### src/verilog/uart_fifo_pkg.sv
package uart_fifo_pkg;
    // -----------------------------------------------------------------
    // control and enhanced feature register layout, FIFO depth and count width
    // -----------------------------------------------------------------
    localparam int RX_TRIG_MSB = 7;
    localparam int RX_TRIG_LSB = 6;
    localparam int TX_TRIG_MSB = 5;
    localparam int TX_TRIG_LSB = 4;
    localparam int DMA_MODE_BIT = 3;
    localparam int TX_FLUSH_BIT = 2;
    localparam int RX_FLUSH_BIT = 1;
    localparam int FIFO_EN_BIT = 0;
    localparam int ENH_ENABLE_BIT = 4;
    localparam logic [7:0] FIFO_CONTROL_RESET = 8'h00;
    localparam logic [7:0] ENH_FEATURE_RESET = 8'h00;
    localparam int FIFO_DEPTH = 64;
    localparam int CNT_W = 7;
    // -----------------------------------------------------------------
    // trigger levels
    // -----------------------------------------------------------------
    localparam logic [6:0] RX_LVL_0 = 7'h08;
    localparam logic [6:0] RX_LVL_1 = 7'h10;
    localparam logic [6:0] RX_LVL_2 = 7'h38;
    localparam logic [6:0] RX_LVL_3 = 7'h3C;
    localparam logic [6:0] TX_LVL_0 = 7'h08;
    localparam logic [6:0] TX_LVL_1 = 7'h10;
    localparam logic [6:0] TX_LVL_2 = 7'h20;
    localparam logic [6:0] TX_LVL_3 = 7'h38;

    typedef struct packed {
        logic [1:0] rxTrig;
        logic [1:0] txTrig;
        logic dmaMode;
        logic fifoEnable;
    } fifo_cfg_t;

    typedef struct packed {
        logic [6:0] count;
        logic full;
        logic empty;
    } fifo_stat_t;
endpackage : uart_fifo_pkg

### src/verilog/fifo_mem.sv
`timescale 1ns/1ps
module fifo_mem
    import uart_fifo_pkg::*;
#(
    parameter int WIDTH = 8,
    parameter int DEPTH = 64,
    parameter int AW = 6
) (
    // clock
    input wire logic clk,
    // write side
    input wire logic wrEn,
    input wire logic [AW-1:0] wrAddr,
    input wire logic [WIDTH-1:0] wrData,
    // read side, registered
    input wire logic [AW-1:0] rdAddr,
    output logic [WIDTH-1:0] rdData
);
    logic [WIDTH-1:0] mem [DEPTH];

    // no reset on the array so it maps to ram
    always_ff @(posedge clk) begin
        if (wrEn) begin
            mem[wrAddr] <= wrData;
        end
        rdData <= mem[rdAddr];
    end
endmodule : fifo_mem

### src/verilog/skid_buffer.sv
`timescale 1ns/1ps
module skid_buffer
    import uart_fifo_pkg::*;
#(
    parameter int WIDTH = 8
) (
    // clock and reset
    input wire logic clk,
    input wire logic rst,
    input wire logic flush,
    // input side
    input wire logic inValid,
    output logic inReady,
    input wire logic [WIDTH-1:0] inData,
    // output side
    output logic outValid,
    input wire logic outReady,
    output logic [WIDTH-1:0] outData
);
    // two-entry buffer: entry 0 is the head
    logic [WIDTH-1:0] slot0;
    logic [WIDTH-1:0] slot1;
    logic [1:0] fill;
    wire pop = outValid && outReady;
    wire push = inValid && inReady;

    assign inReady = (fill != 2'd2);
    assign outValid = (fill != 2'd0);
    assign outData = slot0;

    always_ff @(posedge clk or posedge rst) begin
        if (rst) begin
            fill <= 2'd0;
            slot0 <= '0;
            slot1 <= '0;
        end else if (flush) begin
            fill <= 2'd0;
        end else begin
            fill <= fill + {1'b0, push} - {1'b0, pop};
            if (pop) begin
                slot0 <= (fill == 2'd2) ? slot1 : inData;
            end else if (push && fill == 2'd0) begin
                slot0 <= inData;
            end
            if (push && ((fill == 2'd1 && !pop) || fill == 2'd2)) begin
                slot1 <= inData;
            end
        end
    end
endmodule : skid_buffer

### src/verilog/uart_fifo_control.sv
`timescale 1ns/1ps
module uart_fifo_control
    import uart_fifo_pkg::*;
#(
    parameter int DEPTH = FIFO_DEPTH
) (
    // clock and reset
    input wire logic clk,
    input wire logic rst,
    // host register writes
    input wire logic ctrlWrite,
    input wire logic [7:0] ctrlData,
    input wire logic enhWrite,
    input wire logic [7:0] enhData,
    // host reads of the receive FIFO
    input wire logic rxRead,
    output logic [7:0] rxReadData,
    output logic rxDataValid,
    // receive shift register side
    input wire logic rxPushValid,
    input wire logic [7:0] rxPushData,
    // host writes into transmit FIFO
    input wire logic txWrite,
    input wire logic [7:0] txWriteData,
    output logic txWriteReady,
    // transmit shift register side
    output logic txPopValid,
    input wire logic txPopReady,
    output logic [7:0] txPopData,
    // status and configuration
    output fifo_cfg_t cfg,
    output fifo_stat_t rxStat,
    output fifo_stat_t txStat,
    output logic enhancedEnable,
    output logic rxTrigger,
    output logic txTrigger,
    output logic rxOverrun
);
    localparam int AW = $clog2(DEPTH);

    // -----------------------------------------------------------------
    // control register
    // -----------------------------------------------------------------
    // the control register has no read port; its fields are only exported on cfg
    logic [7:0] enhFeature;
    logic [1:0] rxTrigSel;
    logic [1:0] txTrigSel;
    logic dmaMode;
    logic fifoEnable;
    logic txFlushPend;
    logic rxFlushPend;

    assign enhancedEnable = enhFeature[ENH_ENABLE_BIT];
    wire txTrigWrite = ctrlWrite && enhancedEnable;
    wire txFlushReq = ctrlWrite && ctrlData[TX_FLUSH_BIT];
    wire rxFlushReq = ctrlWrite && ctrlData[RX_FLUSH_BIT];

    always_ff @(posedge clk or posedge rst) begin
        if (rst) begin
            enhFeature <= ENH_FEATURE_RESET;
        end else if (enhWrite) begin
            enhFeature <= enhData;
        end
    end

    always_ff @(posedge clk or posedge rst) begin
        if (rst) begin
            rxTrigSel <= FIFO_CONTROL_RESET[RX_TRIG_MSB:RX_TRIG_LSB];
            txTrigSel <= FIFO_CONTROL_RESET[TX_TRIG_MSB:TX_TRIG_LSB];
            dmaMode <= FIFO_CONTROL_RESET[DMA_MODE_BIT];
            fifoEnable <= FIFO_CONTROL_RESET[FIFO_EN_BIT];
        end else if (ctrlWrite) begin
            rxTrigSel <= ctrlData[RX_TRIG_MSB:RX_TRIG_LSB];
            dmaMode <= ctrlData[DMA_MODE_BIT];
            fifoEnable <= ctrlData[FIFO_EN_BIT];
            if (txTrigWrite) begin
                txTrigSel <= ctrlData[TX_TRIG_MSB:TX_TRIG_LSB];
            end
        end
    end

    // flush bits live one cycle: set by the write, cleared once the pointers reset
    always_ff @(posedge clk or posedge rst) begin
        if (rst) begin
            txFlushPend <= 1'b0;
            rxFlushPend <= 1'b0;
        end else begin
            txFlushPend <= txFlushReq;
            rxFlushPend <= rxFlushReq;
        end
    end

    assign cfg = '{rxTrig: rxTrigSel, txTrig: txTrigSel, dmaMode: dmaMode, fifoEnable: fifoEnable};

    // -----------------------------------------------------------------
    // trigger decode
    // -----------------------------------------------------------------
    wire [6:0] rxLevel = (rxTrigSel == 2'b00) ? RX_LVL_0 :
                         (rxTrigSel == 2'b01) ? RX_LVL_1 :
                         (rxTrigSel == 2'b10) ? RX_LVL_2 : RX_LVL_3;
    wire [6:0] txLevel = (txTrigSel == 2'b00) ? TX_LVL_0 :
                         (txTrigSel == 2'b01) ? TX_LVL_1 :
                         (txTrigSel == 2'b10) ? TX_LVL_2 : TX_LVL_3;

    // -----------------------------------------------------------------
    // receive FIFO
    // -----------------------------------------------------------------
    logic [AW-1:0] rxWrPtr;
    logic [AW-1:0] rxRdPtr;
    logic [CNT_W-1:0] rxCount;
    logic [CNT_W-1:0] rxMemCount;
    logic [7:0] rxMemData;
    logic rxMemValid;
    logic rxBufReady;
    logic rxMemTake;
    wire [CNT_W-1:0] depthCnt = CNT_W'(DEPTH);
    // rxCount covers memory, the read in flight and the output buffer, so the
    // depth limit and the trigger see every byte the host can still read
    wire rxFull = fifoEnable ? (rxCount == depthCnt) : 1'b0;
    wire rxEmpty = (rxCount == '0);
    wire rxMemHas = (rxMemCount != '0);
    // the shift register is outside; a flush clears pointers, counts and the output buffer
    wire rxFlush = rxFlushPend;
    // disabled: every char goes to entry zero and overwrites
    wire rxOverwrite = rxPushValid && !fifoEnable;
    wire rxWrEn = rxPushValid && (!fifoEnable || !rxFull);
    wire rxHostPop = rxDataValid && rxRead;
    wire [AW-1:0] rxWrAddr = fifoEnable ? rxWrPtr : '0;
    wire [AW-1:0] rxRdAddr = fifoEnable ? rxRdPtr : '0;
    // one memory read in flight at a time, so the buffer can never overfill
    wire rxPopMem = rxMemHas && !rxMemValid && rxBufReady && !rxFlush && !rxOverwrite;
    // an overwrite drops the older character wherever it still waits
    wire rxBufFlush = rxFlush || rxOverwrite;
    wire [CNT_W-1:0] rxMemInc = rxMemCount + CNT_W'(rxWrEn) - CNT_W'(rxPopMem);
    wire [CNT_W-1:0] rxCntInc = rxCount + CNT_W'(rxWrEn) - CNT_W'(rxHostPop);
    wire [CNT_W-1:0] next_rxMemCount = fifoEnable ? rxMemInc :
                                       (rxWrEn ? CNT_W'(1) : (rxPopMem ? '0 : rxMemCount));
    wire [CNT_W-1:0] next_rxCount = fifoEnable ? rxCntInc :
                                    (rxWrEn ? CNT_W'(1) : (rxHostPop ? '0 : rxCount));

    fifo_mem #(.WIDTH(8), .DEPTH(DEPTH), .AW(AW)) rx_mem (
        .clk(clk),
        .wrEn(rxWrEn),
        .wrAddr(rxWrAddr),
        .wrData(rxPushData),
        .rdAddr(rxRdAddr),
        .rdData(rxMemData)
    );

    // pointers stay parked at entry zero while the FIFO is off
    always_ff @(posedge clk or posedge rst) begin
        if (rst) begin
            rxWrPtr <= '0;
            rxRdPtr <= '0;
        end else if (rxFlush || !fifoEnable) begin
            rxWrPtr <= '0;
            rxRdPtr <= '0;
        end else begin
            if (rxWrEn) rxWrPtr <= rxWrPtr + AW'(1);
            if (rxPopMem) rxRdPtr <= rxRdPtr + AW'(1);
        end
    end

    always_ff @(posedge clk or posedge rst) begin
        if (rst) begin
            rxCount <= '0;
            rxMemCount <= '0;
        end else if (rxFlush) begin
            rxCount <= '0;
            rxMemCount <= '0;
        end else begin
            rxCount <= next_rxCount;
            rxMemCount <= next_rxMemCount;
        end
    end

    // overrun is judged in the flush cycle too, since that push is dropped as well
    always_ff @(posedge clk or posedge rst) begin
        if (rst) begin
            rxMemTake <= 1'b0;
            rxOverrun <= 1'b0;
        end else begin
            rxMemTake <= rxPopMem;
            rxOverrun <= rxPushValid && fifoEnable && rxFull;
        end
    end
    assign rxMemValid = rxMemTake;

    skid_buffer #(.WIDTH(8)) rx_buf (
        .clk(clk),
        .rst(rst),
        .flush(rxBufFlush),
        .inValid(rxMemTake),
        .inReady(rxBufReady),
        .inData(rxMemData),
        .outValid(rxDataValid),
        .outReady(rxRead),
        .outData(rxReadData)
    );

    assign rxStat = '{count: rxCount, full: rxFull, empty: rxEmpty};
    assign rxTrigger = fifoEnable ? (rxCount >= rxLevel) : !rxEmpty;

    // -----------------------------------------------------------------
    // transmit FIFO
    // -----------------------------------------------------------------
    logic [AW-1:0] txWrPtr;
    logic [AW-1:0] txRdPtr;
    logic [CNT_W-1:0] txCount;
    logic [CNT_W-1:0] txMemCount;
    logic [7:0] txMemData;
    logic txMemTake;
    logic txBufReady;
    // txCount holds every byte not yet taken by the shift register side
    wire txFull = (txCount == depthCnt);
    wire txEmpty = (txCount == '0);
    wire txMemHas = (txMemCount != '0);
    wire txTaken = txPopValid && txPopReady;
    // with the FIFO off it still stores bytes; only one slot is offered
    wire [CNT_W-1:0] txLimit = fifoEnable ? depthCnt : CNT_W'(1);
    // writes are refused in the flush cycle so no byte lands behind cleared pointers
    assign txWriteReady = (txCount < txLimit) && !txFlushPend;
    wire txWrEn = txWrite && txWriteReady;
    wire txPopMem = txMemHas && !txMemTake && txBufReady && !txFlushPend;
    wire [CNT_W-1:0] next_txMemCount = txMemCount + CNT_W'(txWrEn) - CNT_W'(txPopMem);
    wire [CNT_W-1:0] next_txCount = txCount + CNT_W'(txWrEn) - CNT_W'(txTaken);

    fifo_mem #(.WIDTH(8), .DEPTH(DEPTH), .AW(AW)) tx_mem (
        .clk(clk),
        .wrEn(txWrEn),
        .wrAddr(txWrPtr),
        .wrData(txWriteData),
        .rdAddr(txRdPtr),
        .rdData(txMemData)
    );

    // pointers and counts share the flush so they can never disagree
    always_ff @(posedge clk or posedge rst) begin
        if (rst) begin
            txWrPtr <= '0;
            txRdPtr <= '0;
        end else if (txFlushPend) begin
            txWrPtr <= '0;
            txRdPtr <= '0;
        end else begin
            if (txWrEn) txWrPtr <= txWrPtr + AW'(1);
            if (txPopMem) txRdPtr <= txRdPtr + AW'(1);
        end
    end

    always_ff @(posedge clk or posedge rst) begin
        if (rst) begin
            txCount <= '0;
            txMemCount <= '0;
        end else if (txFlushPend) begin
            txCount <= '0;
            txMemCount <= '0;
        end else begin
            txCount <= next_txCount;
            txMemCount <= next_txMemCount;
        end
    end

    // a read in flight during a flush is cancelled, never handed on
    always_ff @(posedge clk or posedge rst) begin
        if (rst) begin
            txMemTake <= 1'b0;
        end else begin
            txMemTake <= txPopMem;
        end
    end

    // a byte already handed to the shift register is gone from here,
    // so flushing cannot disturb the character on the wire
    skid_buffer #(.WIDTH(8)) tx_buf (
        .clk(clk),
        .rst(rst),
        .flush(txFlushPend),
        .inValid(txMemTake),
        .inReady(txBufReady),
        .inData(txMemData),
        .outValid(txPopValid),
        .outReady(txPopReady),
        .outData(txPopData)
    );

    assign txStat = '{count: txCount, full: txFull, empty: txEmpty};
    wire [CNT_W-1:0] txFree = depthCnt - txCount;
    assign txTrigger = fifoEnable ? (txFree >= txLevel) : txEmpty;
endmodule : uart_fifo_control

### config.mk
export PLATFORM = sky130hd
export DESIGN_NAME = uart_fifo_control
export DESIGN_NICKNAME = d
export VERILOG_FILES = /design/src/verilog/uart_fifo_pkg.sv /design/src/verilog/fifo_mem.sv /design/src/verilog/skid_buffer.sv /design/src/verilog/uart_fifo_control.sv
export SDC_FILE = /design/constraint.sdc
export NUM_CORES = 1
export LEC_CHECK = 0
export BUFFER_PORTS_ARGS = -buffer_cell sky130_fd_sc_hd__buf_2
export CORE_ASPECT_RATIO = 1.5
export CORE_MARGIN = 1
export CORE_UTILIZATION = 48
export CTS_CLUSTER_SIZE = 24
export DETAILED_ROUTE_END_ITERATION = 8
export GPL_ROUTABILITY_DRIVEN = 0
export SYNTH_ARGS = -nofsm -noshare
export SYNTH_HDL_FRONTEND = slang
export SYNTH_HIERARCHICAL = 1
export SYNTH_SLANG_ARGS = --single-unit
### constraint.sdc
create_clock -name clk -period 8.73 [get_ports clk]
set_input_delay 1.3095 -clock clk [delete_from_list [all_inputs] [get_ports clk]]
set_output_delay 1.3095 -clock clk [all_outputs]
set_load 0.1 [all_outputs]
==> impl_metrics.yaml, run 1 <==
clock_network:
  cts_root_buf: "clkbuf_16"
  clock-sinks: 1140
  h-tree-depth: 3
  clock_latency_ns: 0.68
  cts-buffers-inserted: 105
  cts-resized-gates: 0
  clk_path_buf_depth: 3
  postCtsSetupBuffers: 0
  tritoncts: "yes"
  holdBufCountCts: 0
  path_clk_slew_ns: 0.07
die:
  dieArea_sq_um: 98380
  initial_core_util_pct: 48.55
  placementRows: 139
  coreArea_sq_um: 96000
  io_pins: 87
  die_x_microns: 256.4
  die_h_microns: 383.7
worst_setup_path:
  crit_path_max_incr_delay_ns: 0.46
  end_kind: "primary output"
  endpoint: "txTrigger"
  cp_top_family: "compound AO/OA/AOI/OAI gates"
  cp_slowest_cell: "dfrtp_1"
  r2r-end: "tx_mem/mem[15][2]$_DFFE_PP_"
  path_buf_inv: 2
  cp-startpoint: "txCount[1]$_DFF_PP0_"
  crit_required_ns: 7.42
  path_max_fanout: 5
  critPathKind: "register to primary output"
  r2r_cells: 8
  crit_arrival_ns: 3.07
  timing.reg2reg.setup_slack_ns: 4.62
  cpMostUsedCell: "ha_1"
  cp.depth: 10
  crit_chain: "inv_1 -> ha_1 -> nor2b_1 -> xnor2_1 -> ha_1 -> a31o_2 -> a21o_1 -> a221oi_1 -> o22ai_1 -> buf_2"
  rr_startpoint: "fifoEnable$_DFFE_PP0P_"
  start_kind: "register"
drt:
  ant_nets: 0
  drc: 0
  drt-initial-drc-count: 1932
  vias_per_cell: 5.856
  post_drt_wl_per_cell_microns: 26.10
  firstDrtPassIters: 6
  num_vias: 23027
  drt-total-wl_mm: 102.6
sta:
  slew_headroom_pct: 9.591
  maxSlewViolCount: 0
  fin_crit_ns: 4.380
  setup_tns_ns: 0
  finalClockSkew_ns: 0.02904
  worst_slack_ns: 4.350
  tightest_slew_ns: 1.346
  whs_ns: 0.4927
  fmax_ghz: 0.2283
  rsz0062_at_grt: "false"
  hold_violations: 0
  setup_viol: 0
  finalCritPeriodShare_pct: 50.17
logic_synthesis:
  avgSynthCellArea_sq_um: 18.78
  yosys_register_bits: 1140
  synth_area_sq_um: 46610
  yosysSeqAreaShare_pct: 72.02
  ys_types: 79
  synth_nets: 2586
  netlist_instances: 2482
  synth_edf_count: 1024
  ys_warn_count: 6
  ys.flop_type: "edfxtp_1"
  synthArstFlopShare_pct: 8.772
pwr:
  swShare_pct: 30.02
  p_int_mw: 10.15
  finalPower_mw: 14.51
  vdd_drop_max_mv: 0.1715
  p_clk_share_pct: 31.7
  power_switching_mw: 4.355
  comb_power_share_pct: 23.9
  p_leak_nw: 16.61
  power_density_nw_per_um2: 281.3
  p_seq_share_pct: 44.4
finish:
  syn_to_final_growth_pct: 10.64
  fin_nets: 2677
  regArea_sq_um: 33580
  drive_above_1_share_pct: 23.74
  final_cell_mix: "edfxtp_1, mux4_2, nor2_1"
  fin_util_pct: 53.72
  multi_input_area_sq_um: 12050
  layout_commonest_cell: "edfxtp_1"
  fillers: 7488
worst_hold_path:
  min_path_cells: 1
  hold_path_class: "register to register"
outcome:
  run_status: "finished, final reports clean"
global_routing:
  grt_pass1_vias: 24112
  grt_remaining_overflow: 0
  grt_pass1_wl_mm: 153.9
  antenna_found_initial: 0
  grt_max_degree: 87
  grt_usage_pct: 21.12
placed_design:
  dp_worst_setup_slack_ns: 4.196
  io_buffers: 79
  hpwl_mm: 64.42
flow_run:
  max-cap-violations: 0
final cells by class:
type,instances,area share [%]
Antenna cell,1,0.004852
Clock buffer,147,5.876
Clock inverter,49,0.8832
Inverter,58,0.4222
Multi-Input combinational cell,1158,23.37
Sequential cell,1140,65.13
Tap cell,1269,3.079
Timing Repair Buffer,110,1.242
stage by stage:
| stage | std cells | cell area (sq um) |
|---|---|---|
| 3_3_place_gp | 3735 | 48080 |
| 2_1_floorplan | 2482 | 46610 |
| 5_1_grt | 3931 | 51570 |
| 6_report | 3932 | 51570 |
| 3_5_place_dp | 3735 | 48080 |
| 4_1_cts | 3931 | 51570 |
synth_stat cells (all sizes together), types with 8 or more instances:
cell type | number | share of area, %
o221ai | 16 | 0.30
mux4 | 252 | 12
a21oi | 18 | 0.19
xnor2 | 16 | 0.30
nand4 | 12 | 0.16
a221oi | 14 | 0.26
mux2 | 80 | 2.1
o22ai | 22 | 0.30
edfxtp | 1024 | 66
inv | 58 | 0.47
nand2b | 18 | 0.24
and2 | 26 | 0.35
nor2b | 39 | 0.52
o21ai | 22 | 0.24
clkbuf | 43 | 0.35
mux2i | 52 | 1.1
ha | 60 | 1.6
nor3 | 23 | 0.25
nand3 | 32 | 0.35
nor3b | 11 | 0.18
nand3b | 10 | 0.18
dfxtp | 16 | 0.69
nand2 | 68 | 0.55
o21a | 9 | 0.14
xor2 | 18 | 0.34
nor4 | 8 | 0.11
buf | 83 | 1.3
dfrtp | 100 | 5.4
nor2 | 219 | 1.8
a211oi | 8 | 0.13
worst min path at each step:
stage,startpoint,to
after floorplan,rx_mem/rdData[0]$_DFF_P_,rx_buf/slot1[0]$_DFFE_PP0P_
after global placement,tx_mem/rdData[1]$_DFF_P_,tx_buf/slot1[1]$_DFFE_PP0P_
after detailed placement,tx_mem/rdData[6]$_DFF_P_,tx_buf/slot1[6]$_DFFE_PP0P_
after CTS,rx_mem/rdData[4]$_DFF_P_,rx_buf/slot1[4]$_DFFE_PP0P_
after global routing,tx_mem/rdData[6]$_DFF_P_,tx_buf/slot1[6]$_DFFE_PP0P_
final,tx_mem/rdData[6]$_DFF_P_,tx_buf/slot1[6]$_DFFE_PP0P_
sequential cells by signal, summed over array words and instances (netlist names), 7 cells and up:
name and count:
rx_buf/slot1 8, tx_buf/slot1 8, rxCount 7, txCount 7, rx_buf/outData 8, tx_buf/outData 8, rx_mem/rdData 8, txMemCount 7
rx_mem/mem 512, tx_mem/mem 512, tx_mem/rdData 8, rxMemCount 7
power by group through the flow:
stage / Sequential [mW] / Clock, mW / Combinational [mW]
after floorplan: 6.88 / 0 / 2.37
after global placement: 6.56 / 0 / 3.42
after CTS: 6.46 / 4.71 / 3.51
after detailed placement: 6.57 / 0 / 3.50
after global routing: 6.48 / 4.89 / 3.72
final: 6.45 / 4.60 / 3.46
metal layers:
layer	track usage, %	share of wire [%]	up-vias
li1	-	-	10103
met5	0	0	-
met4	9.414	4.0	0
met3	2.309	4.1	196
met1	25.09	38	12114
met2	38.62	54	614
kinds of logic after synthesis:
group	share of synthesized area [%]
buf+inv	2.142
mux	15.35
flops	72.02
fa+ha+maj	1.782
xor+xnor	0.6388
simple gates	5.140
compound gates	2.918
Power figures use the tool's default switching activity.
==> run 2: changes to the inputs <==
--- a/config.mk
+++ b/config.mk
@@ -12,6 +12,7 @@
 export CTS_CLUSTER_SIZE = 24
 export DETAILED_ROUTE_END_ITERATION = 8
 export GPL_ROUTABILITY_DRIVEN = 0
+export PLACE_DENSITY = 0.66
 export SYNTH_ARGS = -nofsm -noshare
 export SYNTH_HDL_FRONTEND = slang
 export SYNTH_HIERARCHICAL = 1
==> constraint.sdc (replaced) <==
create_clock -name clk -period 3.7 [get_ports clk]
set_input_delay 0.555 -clock clk [delete_from_list [all_inputs] [get_ports clk]]
set_output_delay 0.555 -clock clk [all_outputs]
set_load 0.1 [all_outputs]
==> impl_metrics.yaml, run 2 (synthesis gave the netlist of run 1 again) <==
clock_network:
  path_clk_slew_ns: 0.07
  clk_path_buf_depth: 3
  tritoncts: "yes"
  cts-buffers-inserted: 103
  h-tree-depth: 3
  clock-sinks: 1140
  holdBufCountCts: 0
  cts_root_buf: "clkbuf_16"
  clock_latency_ns: 0.71
sta:
  rsz0062_at_grt: "false"
  finalCritPeriodShare_pct: 96.09
  hold_violations: 0
  finalClockSkew_ns: 0.03603
  slew_headroom_pct: 17.49
  maxSlewViolCount: 0
  setup_tns_ns: 0
  setup_viol: 0
  tightest_slew_ns: 1.238
  fin_crit_ns: 3.555
  fmax_ghz: 0.2813
  worst_slack_ns: 0.1447
outcome:
  run_status: "finished, final reports clean"
finish:
  fin_nets: 2801
  layout_commonest_cell: "edfxtp_1"
  num_antenna_cells: 0
  top_regs: "rx_mem/mem: 512 flops, tx_mem/mem: 512 flops"
  fin_util_pct: 54.81
  fillers: 7374
  syn_to_final_growth_pct: 12.88
  final_cell_mix: "edfxtp_1, mux4_2, nor2_1"
  drive_above_1_share_pct: 27.95
worst_setup_path:
  end_kind: "primary output"
  start_kind: "register"
  cp-startpoint: "txCount[1]$_DFF_PP0_"
  r2r-end: "tx_mem/mem[57][0]$_DFFE_PP_"
  path_max_fanout: 5
  crit_required_ns: 3.14
  critPathKind: "register to primary output"
  crit_arrival_ns: 3.00
  r2r_cells: 8
  timing.reg2reg.setup_slack_ns: 0.34
  rr_startpoint: "txCount[1]$_DFF_PP0_"
die:
  io_pins: 87
  die_x_microns: 256.4
  coreArea_sq_um: 96000
  die_h_microns: 383.7
  dieArea_sq_um: 98380
  initial_core_util_pct: 48.55
  placementRows: 139
drt:
  post_drt_wl_per_cell_microns: 25.50
  drc: 0
  firstDrtPassIters: 7
  num_vias: 23523
  vias_per_cell: 5.800
  drt-initial-drc-count: 1786
  drt-total-wl_mm: 103.4
  ant_nets: 0
global_routing:
  grt_pass1_vias: 25166
  grt_pass1_wl_mm: 157.4
  grt_remaining_overflow: 0
  grt_max_degree: 65
  antenna_found_initial: 0
  grt_usage_pct: 21.50
worst_hold_path:
  hold_path_class: "input pin to async pin"
pwr:
  p_leak_nw: 17.28
  power_density_nw_per_um2: 659.4
  vdd_drop_max_mv: 0.4766
  finalPower_mw: 34.69
flow_run:
  max-cap-violations: 0
placed_design:
  hpwl_mm: 68.12
  io_buffers: 79
  dp_worst_setup_slack_ns: 0.3078
## run 2: metal layers
| layer | vias to the layer above | track usage, % | wire length (microns) |
|---|---|---|---|
| met2 | 713 | 40.09 | 57110 |
| met1 | 12279 | 24.44 | 37090 |
| met3 | 197 | 2.765 | 4837 |
| met4 | 0 | 9.810 | 4387 |
| met5 | - | 0 | 0 |
| li1 | 10334 | - | - |
## run 2: layout make-up
cell class	instances	area (sq um)	area share, %
multi-input combinational	1158	12090	22.98
sequential	1140	33600	63.85
clock buffer	126	2726	5.181
timing repair buffer	236	1667	3.167
clock inverter	69	730.7	1.389
inverter	58	217.7	0.4138
tap	1269	1588	3.018
## run 2: worst max-delay path: stages, from the launching register on
cell	delay [ns]
dfrtp_2	0.45
inv_1	0.09
ha_1	0.16
nor2b_1	0.21
xnor2_1	0.15
ha_1	0.25
a31o_2	0.20
a21o_1	0.18
a221oi_2	0.26
o22ai_2	0.12
buf_4	0.24
## run 2: how the worst max path moves through the flow
stage / to / slack [ns]
after floorplan: txMemCount[6]$_DFF_PP0_ / 0.02
after global placement: rxMemCount[6]$_DFFE_PP0P_ / 0.29
after detailed placement: rxMemCount[6]$_DFFE_PP0P_ / 0.31
after CTS: rxTrigger / 0.01
after global routing: rxMemCount[6]$_DFFE_PP0P_ / 0.02
final: txTrigger / 0.14
## run 2: metrics by stage
stage	hold WS (ns)	std cells	area [sq um]
after floorplan	0.4567	2482	46650
after global placement	0.4724	3861	49140
after detailed placement	0.4771	3861	49140
after CTS	0.009952	4056	52600
after global routing	0.07468	4056	52620
final	0.02202	4056	52620
## run 2: report_power, final
group          internal [mW]  switching [mW]  leakage (nW)
Sequential              14.6           0.697          10.6
Combinational           3.45            5.13          4.99
Clock                   6.12            4.74          1.68
Total                   24.1            10.6          17.3
## run 2: what timing repair did
item	in CTS	in global routing
endpoints found under the setup margin	1	3
gates resized for setup	1	3
setup buffers	0	0
cloned	0	0
==> run 3: changes to the inputs <==
--- a/config.mk
+++ b/config.mk
@@ -5,6 +5,7 @@
 export SDC_FILE = /design/constraint.sdc
 export NUM_CORES = 1
 export LEC_CHECK = 0
+export ABC_AREA = 1
 export BUFFER_PORTS_ARGS = -buffer_cell sky130_fd_sc_hd__buf_2
 export CORE_ASPECT_RATIO = 1.5
 export CORE_MARGIN = 1
@@ -12,7 +13,6 @@
 export CTS_CLUSTER_SIZE = 24
 export DETAILED_ROUTE_END_ITERATION = 8
 export GPL_ROUTABILITY_DRIVEN = 0
-export PLACE_DENSITY = 0.66
 export SYNTH_ARGS = -nofsm -noshare
 export SYNTH_HDL_FRONTEND = slang
 export SYNTH_HIERARCHICAL = 1
==> constraint.sdc (replaced) <==
create_clock -name clk -period 3.91 [get_ports clk]
set_input_delay 0.5865 -clock clk [delete_from_list [all_inputs] [get_ports clk]]
set_output_delay 0.5865 -clock clk [all_outputs]
set_load 0.1 [all_outputs]
==> impl_metrics.yaml, run 3 <==
outcome:
  run_status: "finished, final reports clean"
clock_network:
  cts-resized-gates: 0
  clk_path_buf_depth: 3
  cts-buffers-inserted: 108
  h-tree-depth: 3
  cts_root_buf: "clkbuf_16"
  tritoncts: "yes"
  clock_latency_ns: 0.72
  postCtsSetupBuffers: 0
  path_clk_slew_ns: 0.06
  clock-sinks: 1140
logic_synthesis:
  yosysTopAreaCellShare_pct: 62.36
  synth_common_cells: "nand2_1, edfxtp_1, nand3_1"
  yosys_register_bits: 1140
  yosysSeqAreaShare_pct: 68.08
  synthArstFlopShare_pct: 8.772
  synth_edf_count: 1024
  netlist_instances: 4473
  synthXorXnorAreaFrac_pct: 0.3197
  synth_mux_area_share_pct: 0.04567
  synth_top_family_by_area: "simple AND/OR/NAND/NOR gates"
  synth_fa_ha_area_share_pct: 1.685
  yosysMostFrequentCell: "nand2_1"
  yosys.area_share.simple_pct: 23.88
  synth_area_leaders: "edfxtp_1, nand2_1, nand3_1"
  avgSynthCellArea_sq_um: 11.02
  ys_types: 49
  synth_compound_area_share_pct: 1.045
  synth_area_leader_cell: "edfxtp_1"
  ys_warn_count: 6
  ys.flop_type: "edfxtp_1"
  synth_area_sq_um: 49310
  synth_nets: 4577
die:
  die_x_microns: 263.7
  placementRows: 143
  initial_core_util_pct: 48.52
  dieArea_sq_um: 104000
  coreArea_sq_um: 101600
  die_h_microns: 394.6
  io_pins: 87
global_routing:
  grt_remaining_overflow: 0
  grt_pass1_vias: 31751
  grt_usage_pct: 23.44
  grt_pass1_wl_mm: 185.6
  antenna_found_initial: 0
  grt_max_degree: 157
sta:
  finalCritPeriodShare_pct: 91.47
  rsz0062_at_grt: "false"
  fin_crit_ns: 3.577
  fmax_ghz: 0.2796
  hold_violations: 0
  tightest_slew_ns: 1.285
  setup_viol: 0
  worst_slack_ns: 0.3334
  finalClockSkew_ns: 0.03795
  slew_headroom_pct: 14.27
  setup_tns_ns: 0
  maxSlewViolCount: 0
drt:
  post_drt_wl_per_cell_microns: 20.48
  drt-total-wl_mm: 122.2
  firstDrtPassIters: 5
  vias_per_cell: 5.447
  wl_met2_mm: 66.33
  drc: 0
  num_vias: 32505
  route.top_layer_used: "met4"
  drt-initial-drc-count: 2477
  ant_nets: 0
  wl_met3_mm: 4.686
  drt-met1-wl_mm: 45.45
worst_setup_path:
  crit_arrival_ns: 2.99
  cp-startpoint: "txCount[1]$_DFF_PP0_"
  start_kind: "register"
  cp_slowest_cell: "dfrtp_1"
  cp_top_family: "simple AND/OR/NAND/NOR gates"
  crit_path_max_incr_delay_ns: 0.46
  cpMostUsedCell: "nand2_1"
  end_kind: "primary output"
  critPathKind: "register to primary output"
  path_buf_inv: 4
  rr_startpoint: "rxCount[3]$_DFFE_PP0P_"
  path_max_fanout: 6
  crit_required_ns: 3.32
  crit_chain: "inv_1 -> ha_1 -> inv_1 -> nor2_1 -> xor2_1 -> ha_1 -> inv_1 -> nor2_1 -> nand2_1 -> nand2_1 -> nand2_1 -> nand2_1 -> nand2_1 -> nand2_1 -> nand2_1 -> nand2_1 -> buf_2"
  timing.reg2reg.setup_slack_ns: 0.53
finish:
  fin_nets: 4675
  num_antenna_cells: 0
  regArea_sq_um: 33580
  layout_commonest_cell: "nand2_1"
  final_cell_mix: "nand2_1, edfxtp_1, nand3_1"
  syn_to_final_growth_pct: 10.55
  multi_input_area_sq_um: 13300
  drive_above_1_share_pct: 9.695
  fin_cells: 5967
  top_regs: "rx_mem/mem: 512 flops, tx_mem/mem: 512 flops"
  fillers: 8716
pwr:
  power_density_nw_per_um2: 636.1
  p_seq_share_pct: 40.9
  p_int_mw: 22.47
  power_switching_mw: 12.21
  vdd_drop_max_mv: 0.6532
  swShare_pct: 35.21
  comb_power_share_pct: 28.6
  p_leak_nw: 20.90
  p_clk_share_pct: 30.5
flow_run:
  max-cap-violations: 0
worst_hold_path:
  hold_path_class: "input pin to register"
  hold_start: "ctrlData[6]"
placed_design:
  hpwl_mm: 74.67
  dp_worst_setup_slack_ns: 0.6165
  placedCellCount: 5765
  io_buffers: 79
[run 3: power by group through the flow]
stage          combinational, mW  clock (mW)  sequential, mW
6_report                    9.91        10.6            14.2
5_1_grt                     10.9        11.2            14.2
4_1_cts                     9.98        10.8            14.2
3_5_place_dp                9.94           0            14.4
3_3_place_gp                9.85           0            14.4
2_1_floorplan               6.61           0            15.3
[run 3: final timing paths]
path,to,cells past startpoint
hold reg to reg,tx_buf/slot1[2]$_DFFE_PP0P_,2
hold / removal,rxTrigSel[0]$_DFFE_PP0P_,3
setup reg to reg,rx_mem/mem[45][7]$_DFFE_PP_,7
min in group asynchronous,rxCount[3]$_DFFE_PP0P_,3
max in group asynchronous,txWrPtr[0]$_DFFE_PP0P_,4
setup / recovery,txTrigger,17
[run 3: through the flow]
stage          total power, mW  hold WS (ns)  cell area (sq um)  utilization (%)
6_report                 34.68        0.1075              54510            53.64
5_1_grt                  36.41        0.1052              54510            53.64
4_1_cts                  34.96       0.05726              54510            53.64
2_1_floorplan            21.95        0.4267              49310                -
3_3_place_gp             24.28        0.4424              50920            50.11
3_5_place_dp             24.38        0.4462              50920            50.11
[run 3: area by class of cell]
cell class                      count  area share, %
Sequential cell                  1140          61.60
Multi-Input combinational cell   2910          24.40
Clock buffer                      139          5.380
Timing Repair Buffer              237          3.181
Tap cell                         1305          2.995
Inverter                          174          1.253
Clock inverter                     62          1.191
[run 3: worst reg2reg max path: cells and delay by family, from the launching register on]
family        cells  cell delay [ns]
simple gates      5             2.30
buf+inv           1             0.09
flops             1             0.40
fa+ha+maj         1             0.19
[run 3: layer usage]
layer,vias up,track usage [%]
met3,244,2.334
met1,15836,26.11
li1,15638,-
met4,0,12.09
met5,-,0
met2,787,43.90
[run 3: cell families after synthesis]
group / count (synthesis)
and+or+nand+nor: 2733
xor gates and xnor gates: 18
AOI/OAI and AO/OA: 93
muxes: 2
DFF: 1140
adders and majority gates: 64
buffers and inverters: 423
[run 3: timing repair]
item | 4_1_cts | 5_1_grt
endpoints found under the hold margin | 19 | 0
setup endpoints to repair | 0 | 0
hold buffers | 1 | 0
